===== config.mk =====
export PLATFORM = sky130hd
export DESIGN_NAME = mrx_exec
export DESIGN_NICKNAME = d
export VERILOG_FILES = /design/src/hw/mrx_pkg.sv /design/src/hw/mrx_exec.sv
export SDC_FILE = /design/constraint.sdc
export NUM_CORES = 1
export LEC_CHECK = 0
export BUFFER_PORTS_ARGS = -buffer_cell sky130_fd_sc_hd__buf_2
export CORE_UTILIZATION = 38
export CTS_BUF_LIST = sky130_fd_sc_hd__clkbuf_16
export CTS_CLUSTER_DIAMETER = 200
export DETAILED_ROUTE_END_ITERATION = 8
export GPL_TIMING_DRIVEN = 0
export HOLD_SLACK_MARGIN = 0.08
export PLACE_DENSITY_LB_ADDON = 0.1
export SKIP_LAST_GASP = 1
export SYNTH_ARGS = -nofsm -noshare
export SYNTH_HDL_FRONTEND = slang
export SYNTH_SLANG_ARGS = --single-unit

===== constraint.sdc =====
create_clock -name mclk -period 1.9 [get_ports mclk]
set_input_delay 0.095 -clock mclk [delete_from_list [all_inputs] [get_ports mclk]]
set_output_delay 0.095 -clock mclk [all_outputs]
set_load 0.02 [all_outputs]

===== src/hw/mrx_pkg.sv =====
// Package for the memory and register reference instruction executor.
package mrx_pkg;
  localparam logic [7:0] OP_PREFIX = 8'h33;
  localparam logic [7:0] OP_TABLE_ACC = 8'h19;
  localparam logic [7:0] OP_TABLE_LATCH = 8'hBF;
  localparam logic [7:0] OP_SWAP_DIRECT = 8'h23;
  localparam logic [7:0] OP_LOAD_DIRECT = 8'h24;
  localparam logic [7:0] OP_ACC_TO_DIGIT = 8'h50;
  localparam logic [7:0] OP_DIGIT_TO_ACC = 8'h4E;
  localparam logic [7:0] OP_SWAP_ROW = 8'h12;
  localparam logic [7:0] OP_CLR_B0 = 8'h4C;
  localparam logic [7:0] OP_CLR_B1 = 8'h45;
  localparam logic [7:0] OP_CLR_B2 = 8'h42;
  localparam logic [7:0] OP_CLR_B3 = 8'h43;
  localparam logic [7:0] OP_SET_B0 = 8'h4D;
  localparam logic [7:0] OP_SET_B1 = 8'h47;
  localparam logic [7:0] OP_SET_B2 = 8'h46;
  localparam logic [7:0] OP_SET_B3 = 8'h4B;
  localparam logic [3:0] HI_LOAD = 4'h0;
  localparam logic [3:0] HI_SWAP = 4'h0;
  localparam logic [3:0] HI_STORE_INC = 4'h7;
  localparam logic [3:0] HI_IRQ_LOAD = 4'h6;
  localparam logic [3:0] LO_LOAD = 4'h5;
  localparam logic [3:0] LO_SWAP = 4'h6;
  localparam logic [3:0] LO_SWAP_DEC = 4'h7;
  localparam logic [3:0] LO_SWAP_INC = 4'h4;
  localparam logic [7:0] LBI2_LO = 8'h80;
  localparam logic [3:0] ROW_BITS = 4'h3;
  localparam logic [7:0] TBL_ADDR_BITS = 8'h0B;
  typedef enum logic [2:0] {
    MRX_FETCH = 3'b000,
    MRX_PREFIX = 3'b001,
    MRX_OPERAND = 3'b010,
    MRX_TABLE = 3'b011,
    MRX_SKIP2 = 3'b100
  } mrx_state_t;
  typedef struct packed {
    logic [2:0] row;
    logic [3:0] digit;
  } mrx_ptr_t;
endpackage


===== src/hw/mrx_exec.sv =====
// Executor for memory and register reference instructions of a 4-bit core.
`timescale 1ns/10ps
`default_nettype none
// Notes on behaviour
// - Flip-row load copies pointed nibble to accumulator, then XORs row with operand.
// - Direct load reads RAM at operand row and digit; pointer untouched.
// - Table read writes ROM high nibble to RAM, low to accumulator, three cycles.
// - Table address uses program counter after the instruction, so next block if it ends a block.
// - Latch table read loads the whole ROM byte into the output latch.
// - Clear-bit opcodes 4C 45 42 43 zero bits zero to three.
// - Set-bit opcodes 4D 47 46 4B set bits zero to three.
// - Store-immediate writes nibble to pointed RAM, then increments digit.
// - Swap exchanges accumulator and RAM, XORs row, digit unchanged.
// - Direct swap, prefix 23 then 1rrrdddd, two cycles, pointer untouched.
// - Swap-decrement skips next instruction when digit wraps zero to fifteen.
// - Swap-increment skips next instruction when digit wraps fifteen to zero.
// - Opcode 50 copies accumulator into digit.
// - Opcode 4E copies digit into accumulator.
// - Pointer load immediate; following pointer loads are suppressed.
// - Pointer loads come in one and two byte forms.
// - Enable load immediate writes low four enable bits.
// - Opcode 12 swaps accumulator and row, zero filling high accumulator bits.
module mrx_exec
  import mrx_pkg::*;
#(
  parameter int ROW_W = 3,
  parameter int PC_W = 11
) (
  input wire logic mclk,
  input wire logic rst,
  input wire logic [7:0] instr,
  output logic [PC_W-1:0] pc,
  output logic [ROW_W+3:0] ram_addr,
  input wire logic [3:0] ram_rdata,
  output logic [3:0] ram_wdata,
  output logic ram_we,
  output logic [PC_W-1:0] rom_addr,
  input wire logic [7:0] rom_data,
  output logic [3:0] acc,
  output logic [ROW_W-1:0] row_pointer,
  output logic [3:0] digit_pointer,
  output logic [7:0] latch_q,
  output logic [7:0] enable_reg
);
  initial begin
    if (ROW_W < 2 || ROW_W > 4 || PC_W < 11) begin
      $error("mrx_exec: unsupported ROW_W or PC_W");
    end
  end

  mrx_state_t state;
  logic [7:0] first;
  logic skip;
  logic chain;
  logic tbl_latch;
  logic [3:0] mem;
  logic [ROW_W+3:0] live_addr;

  // Opcode map as this executor decodes it, one byte per cycle.
  // Plain bytes execute in the fetch cycle itself.
  // The prefix byte opens a second cycle that reads the byte after it.
  // The direct forms (swap and load) also take a second operand cycle.
  // The table reads add a third cycle in which the ROM answers.
  // A skip or a chained pointer load spends one cycle per byte of the real
  // instruction, so the program counter always advances by the byte count.
  //
  // Hazard: the data RAM writes one edge after the executing cycle.
  // An instruction that touches the same nibble straight after a write
  // would read the old value from the array, so the pending write data
  // are forwarded instead. Without this, a bit operation straight after
  // another on the same nibble would lose the update made just before it.
  //
  // Limitation: the direct forms read the RAM through the same port as
  // the pointed forms; the memory beside the core must return the nibble
  // of the operand address during the operand cycle.
  //
  // Trade-off: the pointer and the accumulator update in the same clock
  // process as the sequencer, which keeps every output a plain flip-flop
  // at the cost of one large case statement.

  assign live_addr = (state == MRX_OPERAND) ? (ROW_W+4)'(instr[6:0]) :
                     {row_pointer, digit_pointer};

  // Forward a write still in flight so that a read of the same nibble sees it.
  assign mem = (ram_we && ram_addr == live_addr) ? ram_wdata : ram_rdata;

  function automatic logic [3:0] bit_mask(input logic [7:0] op);
    unique case (op)
      OP_CLR_B0, OP_SET_B0: bit_mask = 4'h1;
      OP_CLR_B1, OP_SET_B1: bit_mask = 4'h2;
      OP_CLR_B2, OP_SET_B2: bit_mask = 4'h4;
      default: bit_mask = 4'h8;
    endcase
  endfunction

  function automatic logic is_lbi1(input logic [7:0] op);
    is_lbi1 = (op[7:6] == 2'b00) && (op[3:0] >= 4'h8);
  endfunction

  // Instruction sequencer; the pointer and data path update in step with it.
  always_ff @(posedge mclk) begin
    ram_we <= 1'b0;
    // The write address travels with the write strobe one edge later.
    ram_addr <= live_addr;
    if (rst) begin
      state <= MRX_FETCH;
      pc <= '0;
      first <= 8'h00;
      skip <= 1'b0;
      chain <= 1'b0;
      tbl_latch <= 1'b0;
      acc <= 4'h0;
      row_pointer <= '0;
      digit_pointer <= 4'h0;
      latch_q <= 8'h00;
      enable_reg <= 8'h00;
      ram_addr <= '0;
      ram_wdata <= 4'h0;
      rom_addr <= '0;
    end else begin
      unique case (state)
        MRX_FETCH: begin
          first <= instr;
          pc <= pc + 1'b1;
          // suppress chained loads; a prefix is judged on its second byte.
          if (chain && is_lbi1(instr)) begin
            chain <= 1'b1;
          end else if (skip) begin
            skip <= 1'b0;
            chain <= 1'b0;
            if (instr == OP_PREFIX || instr == OP_SWAP_DIRECT || instr == OP_LOAD_DIRECT) begin
              state <= MRX_SKIP2;
            end
          end else begin
            chain <= chain && (instr == OP_PREFIX);
            if (instr == OP_PREFIX) begin
              state <= MRX_PREFIX;
            end else if (instr == OP_SWAP_DIRECT || instr == OP_LOAD_DIRECT) begin
              state <= MRX_OPERAND;
            end else if (is_lbi1(instr)) begin
              row_pointer <= ROW_W'(instr[5:4]);
              digit_pointer <= instr[3:0] + 4'h1;
              chain <= 1'b1;
            end else if (instr == OP_ACC_TO_DIGIT) begin
              digit_pointer <= acc;
            end else if (instr == OP_DIGIT_TO_ACC) begin
              acc <= digit_pointer;
            end else if (instr == OP_SWAP_ROW) begin
              acc <= 4'(row_pointer);
              row_pointer <= ROW_W'(acc);
            end else if (instr == OP_CLR_B0 || instr == OP_CLR_B1 ||
                         instr == OP_CLR_B2 || instr == OP_CLR_B3) begin
              ram_wdata <= mem & ~bit_mask(instr);
              ram_we <= 1'b1;
            end else if (instr == OP_SET_B0 || instr == OP_SET_B1 ||
                         instr == OP_SET_B2 || instr == OP_SET_B3) begin
              ram_wdata <= mem | bit_mask(instr);
              ram_we <= 1'b1;
            end else if (instr[7:4] == HI_STORE_INC) begin
              ram_wdata <= instr[3:0];
              ram_we <= 1'b1;
              digit_pointer <= digit_pointer + 4'h1;
            end else if (instr[7:6] == 2'b00 && instr[3:0] == LO_LOAD) begin
              acc <= mem;
              row_pointer <= row_pointer ^ ROW_W'(instr[5:4]);
            end else if (instr[7:6] == 2'b00 && instr[3:0] == LO_SWAP) begin
              acc <= mem;
              ram_wdata <= acc;
              ram_we <= 1'b1;
              row_pointer <= row_pointer ^ ROW_W'(instr[5:4]);
            end else if (instr[7:6] == 2'b00 && instr[3:0] == LO_SWAP_DEC) begin
              acc <= mem;
              ram_wdata <= acc;
              ram_we <= 1'b1;
              row_pointer <= row_pointer ^ ROW_W'(instr[5:4]);
              digit_pointer <= digit_pointer - 4'h1;
              skip <= (digit_pointer == 4'h0);
            end else if (instr[7:6] == 2'b00 && instr[3:0] == LO_SWAP_INC) begin
              acc <= mem;
              ram_wdata <= acc;
              ram_we <= 1'b1;
              row_pointer <= row_pointer ^ ROW_W'(instr[5:4]);
              digit_pointer <= digit_pointer + 4'h1;
              skip <= (digit_pointer == 4'hF);
            end
          end
        end
        MRX_PREFIX: begin
          pc <= pc + 1'b1;
          state <= MRX_FETCH;
          chain <= 1'b0;
          if (instr == OP_TABLE_ACC || instr == OP_TABLE_LATCH) begin
            // address after the instruction, both variants.
            rom_addr <= {pc[PC_W-1:8] + (pc[7:0] == 8'hFF ? 1'b1 : 1'b0), acc, mem};
            tbl_latch <= (instr == OP_TABLE_LATCH);
            state <= MRX_TABLE;
          end else if (instr[7:4] == HI_IRQ_LOAD) begin
            enable_reg[3:0] <= instr[3:0];
          end else if (instr[7] == 1'b1) begin
            // two byte form; a chained copy changes nothing.
            if (!chain) begin
              row_pointer <= ROW_W'(instr[6:4]);
              digit_pointer <= instr[3:0];
            end
            chain <= 1'b1;
          end
        end
        MRX_TABLE: begin
          state <= MRX_FETCH;
          if (tbl_latch) begin
            latch_q <= rom_data;
          end else begin
            ram_wdata <= rom_data[7:4];
            ram_we <= 1'b1;
            acc <= rom_data[3:0];
          end
        end
        MRX_OPERAND: begin
          pc <= pc + 1'b1;
          state <= MRX_FETCH;
          if (first == OP_SWAP_DIRECT) begin
            acc <= mem;
            ram_wdata <= acc;
            ram_we <= 1'b1;
          end else begin
            acc <= mem;
          end
        end
        default: begin
          pc <= pc + 1'b1;
          state <= MRX_FETCH;
        end
      endcase
    end
  end

endmodule
`default_nettype wire


==> metrics list <==
- Outcome: finished, violations left
- The checks that failed: negative setup slack.
- CTS placed an instance of clkbuf_16 at the clock tree root.
- Count of synthesis-stage warnings from yosys: 0
- Summing the sequential cell areas from Yosys gives 31.6% of the chip area.
- Count of nets after finishing: 714
* Total instance count after detailed placement: 788
* Final Worst Setup Slack: -0.300 ns
- After detailed routing, the wire length on met1 is ~7100 um.
- Global router's overall resource usage: 25.8%
- In this run, CTS created clock tree buffers numbering 9.
* Grt ovf: 0
- First-pass GRT wire length: 24600 um
- Largest fanout of any net on the critical path: 6
* Wire length on met3: 975 um
* Growth of design area from synthesis to finish: 33.5%
- Post-synthesis register bit count: 71
* Area of the die: 12300 um2
- Die extent in y: 111 um
- In the routed design, unresolved DRC markers number 0.
* WL per Instance: 19.3 um
- Summed over all failing endpoints, the final setup total negative slack is -3.34 ns.
- Top flop regs: pc (11), rom_addr (11)
- 83 I/O pins were placed.
- Post-detailed-placement half-perimeter wirelength: ~11000 um
* Cell types with the largest area share after synthesis: dfxtp_1 (32%), nand2_1 (7.2%), a21oi_1 (5.9%)
- Max IR drop VDD: ~0.63 mV
* Highest clock rate: 0.455 GHz
* Floorplan core area: 11500 um2
- The clock passes through at most 2 buffers.
* Clock latency reported for the late side of the worst-skew pair: 0.34 ns
* Detailed route wirelength on metal2: roughly 7400 um
* Worst slew margin relative to its limit: 24.3%
- Initial antenna violation count: 0
- The filler cells instantiated in the layout total approximately 1100.
* RePlAce Congestion: between 0.9 and 1
- Hold WS: 0.117 ns
* Clk sink count: 71
- Startpoint type of the worst setup path: flop
- Number of enable flip-flop cells after synthesis: 0
- Once detail routing completed, the nets flagged for antenna violations numbered 0.
- Vias/cell: 5.84
- dfxtp_1 takes more of the synthesized area than any other cell.
- Vias in the first global route: roughly 4400
- STA puts the critical path data arrival time at 2.39 ns.
* Highest routed metal layer: met4
- For the worst setup path, the data required time is about 2.1 ns.
* Average footprint of a synthesized cell: 7.92 um2
- Most used flip-flop cell after synthesis: dfxtp_1
- Ant. Diodes: 0
- # rows: 39
- The routed layout has 4847 vias.
- The signal on the critical path passes through buf_6 > or3b_4 > mux2i_4 > xor2_4 > nand3_4 > mux2i_4 > a211oi_2.
- Count of distinct cell types in the synthesized netlist: 76
* TritonCTS clock tree: yes
- Floorplan die width: 111 um
- Number of pins exceeding their max-slew limit in the final report: 0
* Final critical delay including setup and external delays: 2.20 ns
* PwrDens: around 680 nW/um2
- Proportion of synthesized flip-flops having asynchronous set or reset: 0%
- The hold violation count in the final report is 0.
- Setup slack of the worst register-to-register path: -0.30 ns
- Entering global routing, the biggest net connects 20 pins.
- Total power: 0.00407 W
* Leakage dissipation: 2.34 nW
- Flop pwr share: between 30% and 40%
- Classification of the worst setup path: reg2reg
- Slew at the pin with the worst max-slew slack: 1.12 ns
- Final period utilization: 116%
- Unrepaired setup endpoints after global routing: yes
* Type of the tightest min-delay check: in2reg
- STA classifies the critical path endpoint as a flop.
* Clock share of power: 44.3%
- Maximum Capacitance Violations: 0
* Layout Skew: 0.00679 ns
* Number of cells produced by synthesis: 567
* Quantity of I/O buffers inserted on ports: 75
* Total internal power: 0.00294 W
- H-tree level count: 3
- First-pass iteration count of the detailed router: 5
- The cell that appears most often on the critical path is mux2i_4.
* Summed instance area of the synthesized netlist: 4490 um2
* Slowest cell delay on critical path: between 0.4 and 0.5 ns
- Effective utilization at floorplan: slightly below 40%
- Final setup violation count: 14
- Non-filler instance count after layout: 830
- Switching power of the nets: 0.00113 W
* Share of the synthesized area in the top cell type: 31.6%
- After detailed routing, the total wire length is 16000 um.
- Of the total power, the share spent switching nets is 27.8%.
- Cell type of the slowest stage on the worst timing path: or3b_4
* Reg clk slew, reported paths: 0.06 ns
- In this run, the number of DRC markers left after iteration 0 of detailed routing was 324.
- Logic gate share of total power: roughly 17%
- Cells with a size suffix above 1 make up ~30% of the layout.
-- final timing paths --
path | to | from | cells past startpoint
min reg2reg | latch_q[1] | latch_q[1] | 2
max reg2reg | rom_addr[1] | state[2] | 7
min | ram_addr[0] | instr[0] | 3
max | rom_addr[1] | state[2] | 7
-- final cells by class --
class                      count  area, um2  share of cell area, %
multi-input combinational    437       3130                   52.2
sequential                    71       1420                   23.7
timing repair buffer         109        663                   11.1
buffer                        41        236                   3.94
clock buffer                   9        225                   3.75
tap                          143        179                   2.98
clock inverter                 7       88.8                   1.48
inverter                      13       48.8                  0.814
-- routing by layer --
metal / vias up / GRT usage (%)
met3: 45 / 4.65
met4: 0 / 13.1
met1: 2325 / 34.3
met5: - / 0
li1: 2300 / -
met2: 177 / 40.0
-- power groups by stage --
stage / combinational, W / sequential [W] / clock [W]
after floorplan: 0.000346 / 0.00164 / 0
after global placement: 0.000560 / 0.00161 / 0
after detailed placement: 0.000562 / 0.00162 / 0
after CTS: 0.000630 / 0.00159 / 0.00183
after global routing: 0.000714 / 0.00160 / 0.00190
final: 0.000673 / 0.00159 / 0.00180
-- worst max-delay path: cells and delay by family (launching register included) --
kind	cells	cell delay, ns
flops	1	0.32
xor+xnor	1	0.23
compound gates	1	0.11
buf+inv	1	0.13
simple gates	2	0.68
mux	2	0.59
-- cell families (layout without fill, tap and decap cells) --
| family | Yosys count | count (layout) | synth area share, % |
|---|---|---|---|
| AO/OA/AOI/OAI | 153 | 153 | 23.8 |
| XOR/XNOR | 17 | 17 | 3.48 |
| adder cells (fa/ha/maj) | 10 | 10 | 2.78 |
| buffers and inverters | 62 | 179 | 6.40 |
| flip-flops | 71 | 71 | 31.6 |
| multiplexers | 23 | 23 | 5.40 |
| other | 1 | 4 | 0.0835 |
| AND/OR/NAND/NOR | 230 | 230 | 26.5 |
-- synth_stat cells (8+ instances only) --
| library cell | number |
|---|---|
| nand2_1 | 86 |
| dfxtp_1 | 71 |
| a21oi_1 | 53 |
| nor2_1 | 45 |
| clkbuf_1 | 25 |
| mux2i_1 | 22 |
| nand3_1 | 20 |
| o21ai_0 | 18 |
| a211oi_1 | 14 |
| inv_1 | 13 |
| buf_2 | 11 |
| xnor2_1 | 11 |
| ha_1 | 10 |
| nand4_1 | 9 |
| nand2b_1 | 8 |
| nor3_1 | 8 |
| o31ai_1 | 8 |
-- timing repair --
action / CTS / global route
hold buffers: 8 / 0
endpoints found under the hold margin: 8 / 0
gates resized for setup: 41 / 43
gates cloned: 0 / 0
endpoints found under the setup margin: 49 / 36
buffers inserted: 14 / 13
pin swaps: 13 / 20
-- layout by cell type (no fill, tap or decap), types with 6 or more instances in the layout --
cell type      netlist  layout
nand4_1              9       9
o211ai_1             6       6
buf_4                7      33
dfxtp_1             71      69
nor2_1              45      43
mux2i_1             22      17
xnor2_1             11      11
a21oi_1             53      51
nand2_1             86      84
o31ai_1              8       6
o21ai_0             18      17
a211oi_2             3       9
clkbuf_1            25      14
o221ai_1             7       6
dlygate4sd3_1        0       8
ha_1                10       7
a211oi_1            14       8
nand3_1             20      19
inv_1               13      15
buf_2               11      83
nor3_1               8       6
clkbuf_16            0       9
nand2b_1             8       8
-- metrics by stage --
step / worst slack [ns] / utilization, % / instance area, um2
3_3_place_gp: -0.917 / 44.4 / 5090
2_1_floorplan: -0.185 / - / 4530
3_5_place_dp: -0.971 / 44.4 / 5090
6_report: -0.300 / 52.3 / 6000
5_1_grt: -0.363 / 52.3 / 6000
4_1_cts: -0.301 / 50.2 / 5750
No activity file was read; power rests on OpenSTA's default activity.
